<file path="src/isahc_regs.svh">
// constants for the isa host address and data cycle sequencer
// How it works
// - for eight-bit targets the host moves the upper data byte onto the low lanes.
// - a sixteen-bit cycle to an eight-bit target becomes two bus cycles automatically.
// - i/o decoding uses address bits 0 to 15 only.
// - memory cycles drive twenty latched address bits 0 to 19.
// - unlatched upper address lines 17 to 23 are driven too, reaching 16 MB.
// - latched address follows while the latch enable is high, holds after its fall.
// - one active-high latch enable pulse starts every host-initiated bus cycle.
// - the latch enable marks when address, upper lines and aen are valid; on a split the byte enable is deasserted as it falls.
// - the active-low upper-byte enable is asserted when upper lanes carry data.
// - aen is high through dma cycles and low during cpu cycles.
// - split only when the sixteen-bit chip select stays high; else one wide cycle.
`ifndef ISAHC_REGS_SVH
`define ISAHC_REGS_SVH
`define ISAHC_BALE_CYCLES 2
`define ISAHC_DATA_CYCLES 6
`define ISAHC_SA_W 20
`define ISAHC_IO_W 16
`endif

</file>
<file path="src/isahc_pkg.sv">
// types for the isa host address and data cycle sequencer
package isahc_pkg;
  typedef enum logic [3:0] {
    ST_IDLE = 4'h1,
    ST_ALE = 4'h2,
    ST_DATA = 4'h4,
    ST_GAP = 4'h8
  } isahc_state_t;
  typedef struct packed {
    logic [23:0] addr;
    logic [15:0] wdata;
    logic wide;
    logic is_io;
    logic is_dma;
    logic write;
  } isahc_req_t;
  typedef struct packed {
    isahc_state_t st;
    isahc_req_t req;
    logic second;
    logic narrow;
    logic [3:0] cnt;
    logic bale;
    logic sbhe_n;
    logic aen;
    logic [19:0] sa;
    logic [6:0] la;
    logic [15:0] sd_o;
    logic [1:0] sd_oe;
    logic [15:0] rdata;
    logic busy;
    logic done;
  } isahc_s_t;
endpackage

</file>
<file path="src/isahc_cycle.sv">
// host-side isa address phase, byte steering and sixteen-to-eight split
`timescale 1ns/1ns
`include "isahc_regs.svh"
module isahc_cycle
  import isahc_pkg::*;
#(
  parameter int BALE_CYCLES = `ISAHC_BALE_CYCLES,
  parameter int DATA_CYCLES = `ISAHC_DATA_CYCLES
)
(
  // clock and reset
  input wire logic mclk_in,
  input wire logic rst_in,
  // cpu or dma request
  input wire logic req_valid_in,
  input wire isahc_req_t req_in,
  output logic busy_out,
  output logic done_out,
  output logic [15:0] rdata_out,
  // bus pins
  input wire logic cs16_n_in,
  input wire logic [15:0] sd_in,
  output logic [15:0] sd_out,
  output logic [1:0] sd_oe_out,
  output logic [19:0] sa_out,
  output logic [6:0] la_out,
  output logic bale_out,
  output logic sbhe_n_out,
  output logic aen_out
);
  // one bus cycle runs idle -> latch pulse -> data window -> gap.
  // a wide request to an eight-bit target loops from the gap back to a
  // second latch pulse with address bit 0 set, so software sees one access.
  // chip select 16 is only trusted at the last latch cycle: the target
  // decodes it from the address, which is not settled before that.
  // trade-off: the byte enable may drop after the pulse when a split
  // is found, one cycle late for a target that latched it early.
  // strobes and wait states live elsewhere; the data window is fixed.
  isahc_s_t s_q;
  isahc_s_t s_d;

  ////////////////////////////////////////////////////////////////
  // counters run from n-1 down to zero, so each phase lasts n cycles
  function automatic logic [3:0] cnt_of(input int n);
    cnt_of = 4'(n - 1);
  endfunction

  // write byte that an eight-bit target sees on its low lanes
  function automatic logic [15:0] low_lane_of(input logic [15:0] w, input logic hi);
    low_lane_of = hi ? {8'h00, w[15:8]} : {8'h00, w[7:0]};
  endfunction

  ////////////////////////////////////////////////////////////////
  // next state and every pin decided in one place
  always_comb
  begin
    s_d = s_q;
    // done is a one-cycle pulse, cleared unless the gap sets it
    s_d.done = 1'b0;
    case (s_q.st)
      ST_IDLE:
      begin
        s_d.bale = 1'b0;
        s_d.sbhe_n = 1'b1;
        s_d.aen = 1'b0;
        s_d.sd_oe = 2'h0;
        // a request while busy never reaches this point, so it is dropped
        if (req_valid_in)
        begin
          s_d.req = req_in;
          s_d.second = 1'b0;
          s_d.narrow = 1'b0;
          s_d.busy = 1'b1;
          s_d.st = ST_ALE;
          s_d.cnt = cnt_of(BALE_CYCLES);
          s_d.bale = 1'b1;
          // dma marks the whole transfer, both halves of a split included
          s_d.aen = req_in.is_dma;
          // i/o cycles carry only the low sixteen bits
          s_d.sa = req_in.is_io ? {4'h0, req_in.addr[15:0]} : req_in.addr[19:0];
          // memory cycles keep all twenty bits and the seven upper lines
          s_d.la = req_in.is_io ? 7'h00 : req_in.addr[23:17];
          // a wide access or an odd byte asserts the upper-byte enable
          s_d.sbhe_n = ~(req_in.wide | req_in.addr[0]);
          // a wide access always starts on the even byte, so the latched
          // address never moves after the pulse falls
          s_d.sa[0] = req_in.addr[0] & ~req_in.wide;
        end
      end
      ST_ALE:
      begin
        // address presented with bale, then held after its fall
        if (s_q.cnt == 4'h0)
        begin
          s_d.bale = 1'b0;
          s_d.st = ST_DATA;
          s_d.cnt = cnt_of(DATA_CYCLES);
          // chip select sampled after the address is valid
          s_d.narrow = s_q.req.wide & cs16_n_in & ~s_q.second;
          if (s_q.req.wide & cs16_n_in & ~s_q.second)
          begin
            // low byte first; address bit 0 already low since the take
            s_d.sbhe_n = 1'b1;
          end
          if (s_q.req.write)
          begin
            if (s_q.second)
            begin
              s_d.sd_o = low_lane_of(s_q.req.wdata, 1'b1);
              s_d.sd_oe = 2'h1;
            end
            else if (s_q.req.wide & ~cs16_n_in)
            begin
              // both lanes only when the target claimed sixteen bits
              s_d.sd_o = s_q.req.wdata;
              s_d.sd_oe = 2'h3;
            end
            else
            begin
              // odd single byte to an eight-bit target still uses low lanes
              s_d.sd_o = low_lane_of(s_q.req.wdata, s_q.req.addr[0]);
              s_d.sd_oe = 2'h1;
            end
          end
        end
        else
          s_d.cnt = s_q.cnt - 4'h1;
      end
      // read data is taken at the last data cycle, after the target
      // has had the whole window to settle its lanes
      ST_DATA:
      begin
        if (s_q.cnt == 4'h0)
        begin
          // stop driving before the gap so two drivers never meet
          s_d.sd_oe = 2'h0;
          if (~s_q.req.write)
          begin
            // the high byte of a split read comes back on the low lanes
            if (s_q.second)
              s_d.rdata[15:8] = sd_in[7:0];
            else if (s_q.narrow | ~s_q.req.wide)
              s_d.rdata = s_q.sa[0] ? {sd_in[7:0], 8'h00} : {8'h00, sd_in[7:0]};
            else
              s_d.rdata = sd_in;
          end
          s_d.st = ST_GAP;
        end
        else
          s_d.cnt = s_q.cnt - 4'h1;
      end
      // one idle cycle lets the target release the lanes
      ST_GAP:
      begin
        if (s_q.narrow)
        begin
          // second half, no software involvement
          // aen and the upper lines stay; only address bit 0 moves
          s_d.narrow = 1'b0;
          s_d.second = 1'b1;
          s_d.st = ST_ALE;
          s_d.cnt = cnt_of(BALE_CYCLES);
          s_d.bale = 1'b1;
          s_d.sa[0] = 1'b1;
          s_d.sbhe_n = 1'b1;
        end
        else
        begin
          s_d.st = ST_IDLE;
          s_d.busy = 1'b0;
          s_d.done = 1'b1;
          s_d.bale = 1'b0;
          s_d.sbhe_n = 1'b1;
          s_d.aen = 1'b0;
        end
      end
      // an illegal one-hot code falls back to idle
      default:
        s_d.st = ST_IDLE;
    endcase
  end

  ////////////////////////////////////////////////////////////////
  // synchronous reset, one edge is enough
  always_ff @(posedge mclk_in)
  begin
    if (rst_in)
    begin
      // every field named, so no stale request survives a reset
      s_q.st <= ST_IDLE;
      s_q.req <= '0;
      s_q.second <= 1'b0;
      s_q.narrow <= 1'b0;
      s_q.cnt <= 4'h0;
      s_q.bale <= 1'b0;
      s_q.sbhe_n <= 1'b1;
      s_q.aen <= 1'b0;
      s_q.sa <= 20'h00000;
      s_q.la <= 7'h00;
      s_q.sd_o <= 16'h0000;
      s_q.sd_oe <= 2'h0;
      s_q.rdata <= 16'h0000;
      s_q.busy <= 1'b0;
      s_q.done <= 1'b0;
    end
    else
      s_q <= s_d;
  end

  ////////////////////////////////////////////////////////////////
  // every pin comes straight from the state register, so no decode
  // glitch reaches the bus while the latch enable is high
  assign busy_out = s_q.busy;
  assign done_out = s_q.done;
  assign rdata_out = s_q.rdata;
  assign sd_out = s_q.sd_o;
  assign sd_oe_out = s_q.sd_oe;
  assign sa_out = s_q.sa;
  assign la_out = s_q.la;
  assign bale_out = s_q.bale;
  assign sbhe_n_out = s_q.sbhe_n;
  assign aen_out = s_q.aen;
endmodule

</file>
<file path="config.mk">
export PLATFORM = sky130hd
export DESIGN_NAME = isahc_cycle
export DESIGN_NICKNAME = d
export VERILOG_FILES = /design/src/isahc_pkg.sv /design/src/isahc_cycle.sv
export VERILOG_INCLUDE_DIRS = /design/src
export SDC_FILE = /design/constraint.sdc
export NUM_CORES = 1
export LEC_CHECK = 0
export BUFFER_PORTS_ARGS = -buffer_cell sky130_fd_sc_hd__buf_2
export CAP_MARGIN = 20
export CORE_UTILIZATION = 30
export DETAILED_ROUTE_END_ITERATION = 10
export GPL_TIMING_DRIVEN = 0
export HOLD_SLACK_MARGIN = 0.1
export PLACE_DENSITY = 0.54
export SYNTH_ARGS = -nofsm -noshare
export SYNTH_HDL_FRONTEND = slang
export SYNTH_SLANG_ARGS = --single-unit
</file>
<file path="constraint.sdc">
create_clock -name mclk_in -period 5.6 [get_ports mclk_in]
set_input_delay 0.28 -clock mclk_in [delete_from_list [all_inputs] [get_ports mclk_in]]
set_output_delay 0.28 -clock mclk_in [all_outputs]
set_load 0.01 [all_outputs]
</file>
; After elaboration in Yosys (flattened, before gate mapping)
; Index checks and enable logic that the tools add are counted.
[op_classes]
add_sub_neg = 1
n_mul = 0
n_div = 0
n_lt_le_gt_ge = 0
n_eq_ne = 12
shift = 0
mux = 37
bitwise_logic = 13
reduce_logical = 19
[op_table]
columns = operator, count
row1 = $mux 84, 1
row2 = $mux 18, 3
row3 = $mux 16, 3
row4 = $pmux 4 s4, 2
row5 = $mux 8, 3
row6 = $reduce_and 3->1, 7
row7 = $mux 20, 1
row8 = $mux 4, 4
row9 = $ne 2x2->1 const B, 8
row10 = $mux 2, 6
row11 = $pmux 2 s3, 2
row12 = $reduce_and 4->1, 3
row13 = $pmux 1 s2, 4
row14 = $mux 7, 1
row15 = $not 1->1, 7
row16 = $mux 6, 1
row17 = $reduce_and 2->1, 3
row18 = $reduce_bool 3->1, 2
row19 = $mux 1, 5
row20 = $and 1x1->1, 4
row21 = $eq 4x1->1 const B, 1
row22 = $eq 4x2->1 const B, 1
row23 = $eq 4x3->1 const B, 1
row24 = $eq 4x4->1 const B, 1
row25 = 7 further kinds, 8
[totals]
ff_bits = 120
latchBits = 0
mem_bits_rw = 0
mem_bits_ro = 0
inputBits = 64
out_inout_bits = 66
elab_cells = 104
n_memories = 0

; Longest topological paths before layout
; Gate-level depths: netlist of the first run.
[depth]
ltp_word = 7
depth_mapped = 9
mapped_depth_nobuf = 6

; Worst setup path after synthesis of the first run
; OpenSTA, ideal clock, no wires.
[synth_path]
path_kind = register -> register
startpoint = register s_q[66] (netlist name)
endpoint = register s_q (netlist bit rdata_out[14])
setup_time_ns = 0.132
t_arrival_ns = 1.908
required_ns = 5.468
slack_ns = 3.560
path_stages_with_launch = 10
path_buffers = 3
period_less_slack_ns = 2.040
cell_sequence = dfxtp_1 -> inv_1 -> ha_1 -> or3b_1 -> buf_2 -> or3_1 -> buf_2 -> buf_6 -> a221oi_1 -> nor3_1
[synth_via]
elab_chain_len = 2
[synth_lines]
columns = item, line
row1 = "start, declared", isahc_cycle.sv:39  ; isahc_s_t s_q;
row2 = $logic_not 4->1, isahc_cycle.sv:133  ; if (s_q.cnt == 4'h0)
row3 = $reduce_and 3->1 (no line), n/a
; No other way between the ends.
; A chain may end at the register's enable or synchronous reset.

; Final worst setup path of the first run
; Same ends and word-level chain as after synthesis.

==> flow_summary.yaml, run 1 <==
logic_synthesis:
  ys_types: 42
  ys.flop_type: "dfxtp_1"
  async_flop_share_pct: 0
  synth_top_area_cell: "dfxtp_1"
  synth-compound-area-share_pct: 16.7
  ys_ff_latch: 92
  postSynthAreaPerCell_sq_um: 8.15
  synth-xor-area-share_pct: 0.209
  yosys_warnings: 0
  netlist.area_leader.share_pct: 43.9
  synth_top_family_by_area: "simple AND/OR/NAND/NOR gates"
  synth.area.mux_share_pct: 2.39
  syn_nets: 579
  synth_edf_count: 0
  synthSimpleGateAreaFrac_pct: 21.7
  syn_area_sq_mm: 0.00419
  synthCells: 514
  synthTopCellsByArea: "dfxtp_1, buf_4, a21oi_1, nand2_1, mux2i_1"
  ys_seq_area_share_pct: 43.9
  synth_fa_ha_area_share_pct: 0.299
routing:
  post-route-drc-count: 0
  routedWlPerCell_microns: 14.1
  vias_per_cell: 4.72
  drtPass1Iterations: 4
  vias: 3936
  wirelength_microns: 11800
  detail-route-antenna-nets: 0
  drt_iter0_drc: 190
outcome:
  status: "finished, final reports clean"
layout:
  fin_area_sq_mm: 0.00535
  area_delta_synth_final_pct: 27.6
  finish.utilization_pct: 39.7
  nFillCells: 1407
  final_cell_count_no_fill: 834
  drive_gt1_share_pct: 33.1
  antenna_cells: 0
  fin_nets: 719
sta:
  slew_violations: 0
  max_freq_ghz: 0.439
  worst_slack_ps: 3320
  whs_ps: 178
  hold_viol: 0
  slew_headroom_pct: 36.8
  tightest_slew_ps: 945
  min_period_ps: 2280
  setup_viol: 0
  grt_setup_unrepaired: "no"
  skew_ps: 6.54
  period_share_pct: 40.6
  tns_ps: 0
die:
  ios: 130
  die_area_sq_mm: 0.0144
  core-area_sq_mm: 0.0135
  die_y_microns: 120
  start_util_pct: 31.2
  die_x_microns: 120
  row_count: 42
setup_path:
  cpMostUsedCell: "buf_2"
  cp_max_fo: 10
  worst_setup_path_end_kind: "flop"
  worst-path-buf-inv: 4
  arrival_ps: 2480
  critical_path_class: "reg2reg"
  cp_cell_sequence: "inv_1, ha_1, or3b_1, buf_2, or3_1, buf_2, buf_6, a221oi_1, nor3_1"
  critPathMaxStageDelay_ps: 350
  startpoint_type: "flop"
  slowest_stage: "dfxtp_1"
  crit_family: "simple AND/OR/NAND/NOR gates"
  required_ps: 5800
clock_tree:
  cts_setup_buffers: 0
  cts_buffers: 9
  ctsResizeCount: 0
  h-tree-depth: 3
  holdBufCountCts: 0
  clk_latency_ps: 340
  cts_tree: "done"
  cts_num_sinks: 92
  cts_buffer_depth: 2
  path_clk_slew_ps: 60
  cts-root-buf: "clkbuf_16"
grt:
  grt_first_pass_wirelength_microns: 18300
  grt-ovfl-total: 0
  grt_pass1_vias: 3623
  grt_max_degree: 14
  globalRouteTotalUtil_pct: 16.4
  antenna_found_initial: 0
pwr:
  switchingPower_mw: 0.361
  vdd_drop_max_mv: 0.158
  power.density_mw_per_mm2: 274
  power_leakage_nw: 2.36
  p_clk_share_pct: 39.9
  swShare_pct: 24.7
  p_int_mw: 1.10
  combinationalPowerShare_pct: 12.5
  p_seq_share_pct: 47.6
  power_mw: 1.46
placement:
  place_inst: 818
  post-place-ws_ps: 3110
  io_buffers: 128
  gp_congestion: 0.810
  dpl-instance-area_sq_mm: 0.00505
  hpwl_microns: 8860
min_path:
  hold_class: "in2reg"
flow_run:
  maxCapViolCount: 0
==> logic make-up after synthesis <==
group | after synthesis
AO/OA/AOI/OAI | 121
XOR/XNOR | 1
adder cells (fa/ha/maj) | 1
buffers and inverters | 98
flip-flops | 92
multiplexers | 10
AND/OR/NAND/NOR | 191
==> path summary, 6_finish.rpt <==
check	from	end	slack [ps]	depth (start not counted)
setup reg to reg	s_q[66]	rdata_out[14]	3320	9
setup / recovery	s_q[66]	rdata_out[14]	3320	9
hold reg to reg	la_out[3]	la_out[3]	450	2
hold / removal	req_in[26]	s_q[98]	180	3
==> registers in the layout, summed over array words and instances (netlist names) <==
signal      count
s_q            44
rdata_out      16
sd_out         16
la_out          5
sa_out          4
sd_oe_out       2
aen_out         1
bale_out        1
busy_out        1
done_out        1
sbhe_n_out      1
==> layout make-up <==
type,instances,area [sq um],area share (%)
sequential,92,1840,34.4
multi-input combinational,324,1730,32.3
timing repair buffer,129,646,12.1
buffer,94,606,11.3
clock buffer,14,284,5.31
tap,176,220,4.12
inverter,4,15.0,0.281
clock inverter,1,5.00,0.0936
==> synthesized netlist by cell type (3+ instances only) <==
master,number
buf_4,64
a21o_1,3
buf_2,4
nor2b_1,4
o21ai_0,13
nor2_1,26
nand2b_1,4
nand3b_1,12
clkbuf_1,25
nor3_1,14
nand3_1,20
a221oi_1,9
a211oi_1,9
a21oi_1,75
nand2_1,93
dfxtp_1,92
mux2i_1,10
o22ai_1,3
nor3b_1,3
inv_1,4
==> worst reg2reg max path, delay by kind of cell, from the launching register on <==
| kind | cells | cell delay (ps) |
|---|---|---|
| buffers and inverters | 4 | 600 |
| and+or+nand+nor | 3 | 750 |
| adders and majority gates | 1 | 210 |
| DFF | 1 | 350 |
| AOI/OAI and AO/OA | 1 | 220 |
==> power groups by stage <==
stage,Clock [mW],Combinational [mW],Sequential [mW]
3_3_place_gp,0,0.180,0.710
5_1_grt,0.631,0.202,0.699
2_1_floorplan,0,0.110,0.707
4_1_cts,0.603,0.183,0.696
6_report,0.583,0.183,0.696
3_5_place_dp,0,0.182,0.711
==> per-layer routing <==
metal	wire length (microns)	GRT usage [%]
met5	0	0
met4	112	5.39
met3	851	4.67
met2	5510	26.1
met1	5320	21.3
==> cell usage in the layout, fill, tap and decap left out, types with 2 or more instances in the layout <==
master / n
buf_4: 64
nand2b_1: 4
nor2_1: 26
nand2_1: 93
clkbuf_16: 9
nor4b_1: 2
nor3b_1: 3
nand4_1: 2
nor3_1: 14
a211oi_1: 9
clkbuf_8: 4
dfxtp_1: 92
clkbuf_1: 26
nand3_1: 20
mux2i_1: 10
a221oi_1: 9
o22ai_1: 3
nor3_2: 2
buf_2: 133
nand3b_1: 12
nor2b_1: 4
o31ai_1: 2
inv_1: 4
o21ai_0: 13
a21o_1: 3
nor4_1: 2
a21oi_1: 75
Power figures use the tool's default switching activity.
==> run 2: changes to the inputs <==
ABC_AREA = 1   (was not set)
PLACE_DENSITY = 0.53   (was 0.54)
clock period = 2.31 ns   (was 5.6 ns; I/O delays follow)
==> run 2 against run 1 <==
Routed wire length is 8.5% higher. Maximum frequency rose by 28%. Largest cell class unchanged. Synthesized cell count rose by 12%. Sequential power grew to 2.5 times the previous value. Die area rose by 3.3%. Power increased to 2.8 times the previous value. Clock skew about the same. Via count is 9.9% higher. Synthesized area increased by 3.3%. Critical path type unchanged. Highest routed layer unchanged. Flip-flop and latch count did not move.
==> flow_summary.yaml, run 2 <==
sta:
  slew_violations: 0
  tns_ps: 0
  skew_ps: 6.90
  hold_viol: 0
  setup_viol: 0
  tightest_slew_ps: 695
  slew_headroom_pct: 53.5
  grt_setup_unrepaired: "no"
  min_period_ps: 1770
  worst_slack_ps: 537
  max_freq_ghz: 0.564
  period_share_pct: 76.7
die:
  die_y_microns: 122
  ios: 130
  row_count: 43
  core-area_sq_mm: 0.0140
  die_x_microns: 122
  start_util_pct: 31.0
  die_area_sq_mm: 0.0149
layout:
  final_cell_mix: "buf_2, nand2_1, dfxtp_1"
  antenna_cells: 0
  fin_nets: 830
  finish.utilization_pct: 43.1
  top_register: "s_q"
  drive_gt1_share_pct: 31.3
  largest_register_ffs: 44
  final_common_cell: "buf_2"
  area_delta_synth_final_pct: 39.3
  fin_area_sq_mm: 0.00603
setup_path:
  worst-path-buf-inv: 2
  ff2ff_setup_slack_ps: 540
  path_depth: 10
  cp_cell_sequence: "inv_1, ha_1, nand2_1, nor2_2, nand2_4, nor2_8, and2_1, buf_6, nand2_1, a21oi_1"
  reg2regPathDepth: 10
  critical_path_class: "reg2reg"
  timing.rr.end: "rdata_out[7]"
  critPathMaxStageDelay_ps: 300
  arrival_ps: 2050
  worst_setup_path_end_kind: "flop"
  slowest_stage: "dfxtp_1"
  cpMostUsedCell: "nand2_1"
  reg2reg_from: "s_q[66]"
  startpoint_type: "flop"
  crit_start: "s_q[66]"
  cp_max_fo: 9
  required_ps: 2590
  crit_family: "simple AND/OR/NAND/NOR gates"
clock_tree:
  cts_buffer_depth: 2
  clk_latency_ps: 350
  cts-root-buf: "clkbuf_16"
  path_clk_slew_ps: 70
  ctsResizeCount: 0
  cts_setup_buffers: 0
  cts_buffers: 9
  cts_tree: "done"
  h-tree-depth: 3
  holdBufCountCts: 50
  cts_num_sinks: 92
pwr:
  vdd_drop_max_mv: 0.339
  power.density_mw_per_mm2: 690
  power_leakage_nw: 2.84
grt:
  grt_max_degree: 17
  grt_pass1_vias: 4077
  grt-ovfl-total: 0
  globalRouteTotalUtil_pct: 17.4
  antenna_found_initial: 0
  grt_first_pass_wirelength_microns: 19800
routing:
  detail-route-antenna-nets: 0
  post-route-drc-count: 0
  vias_per_cell: 4.55
  routedWlPerCell_microns: 13.5
  vias: 4327
  drtPass1Iterations: 4
  wirelength_microns: 12800
  drt_iter0_drc: 159
logic_synthesis:
  synth.most_common_cell: "nand2_1"
  synth_top_area_cell: "dfxtp_1"
  ys_types: 31
  ys.flop_type: "dfxtp_1"
  ys_seq_area_share_pct: 42.5
  netlist.area_leader.share_pct: 42.5
  async_flop_share_pct: 0
  synth_edf_count: 0
  yosys_warnings: 0
  syn_area_sq_mm: 0.00433
  synthTopCellsByCount: "nand2_1, dfxtp_1, a21oi_1"
  ys_ff_latch: 92
  syn_nets: 641
  synthCells: 576
  postSynthAreaPerCell_sq_um: 7.52
  synthTopCellsByArea: "dfxtp_1, buf_4, a21oi_1, nand2_1, nand3_1"
outcome:
  status: "finished, final reports clean"
placement:
  io_buffers: 128
  gp_congestion: 0.863
  post-place-ws_ps: 551
  dpl-instance-area_sq_mm: 0.00520
  hpwl_microns: 9680
flow_run:
  maxCapViolCount: 0
min_path:
  hold_depth: 3
  worst_hold_path.endpoint: "s_q[75]"
  min_from: "req_in[3]"
  hold_class: "in2reg"
-- run 2: cell types whose count changed after synthesis, sizes merged, moves of 10 or more --
cell    delta
inv       +40
nand3     +33
o21ai     +31
nand2     +18
nor2      +16
nor3      -14
nand3b    -12
clkbuf    -11
mux2i     -10
nand4     +10
-- run 2: cell families (layout without fill, tap and decap cells) --
| family | after synthesis | after routing | synth area share [%] |
|---|---|---|---|
| AO/OA/AOI/OAI | 127 | 127 | 15.2 |
| XOR/XNOR | 1 | 1 | 0.202 |
| adder cells (fa/ha/maj) | 1 | 1 | 0.289 |
| buffers and inverters | 133 | 327 | 17.9 |
| flip-flops | 92 | 92 | 42.5 |
| AND/OR/NAND/NOR | 222 | 222 | 23.9 |
-- run 2: cell type report --
type	count	area (sq um)
inverter	45	171
clock inverter	6	96.3
buffer	88	603
fill	1433	7960
timing repair buffer	178	1140
multi-input combinational	351	1720
clock buffer	10	239
tap	180	225
sequential	92	1840
-- run 2: report_power, final --
part | internal [mW] | switching, mW | total (mW)
sequential | 1.68 | 0.0636 | 1.74
clock | 0.989 | 0.651 | 1.64
combinational | 0.320 | 0.461 | 0.781
-- run 2: how the worst max path moves through the flow --
stage / endpoint
after global routing: rdata_out[7]
after detailed placement: rdata_out[7]
after global placement: rdata_out[3]
after floorplan: rdata_out[7]
after CTS: rdata_out[3]
final: rdata_out[7]
-- run 2: worst min-delay path, cell delays in order --
cell and delay [ps]:
buf_2 110, o21ai_0 80, a21oi_1 120
-- run 2: stage by stage --
step | power (mW) | hold WS [ps] | cells
finish | 4.16 | 123 | 950
global route | 4.37 | 144 | 950
CTS | 4.21 | 117 | 950
detailed placement | 2.49 | 388 | 884
global placement | 2.48 | 384 | 884
floorplan | 2.24 | 258 | 576
-- run 2: per-layer routing --
metal	GRT usage (%)	part of all wire, %
met1	22.0	46
met2	28.5	46
met3	3.65	5.9
met4	7.47	2.2
met5	0	0
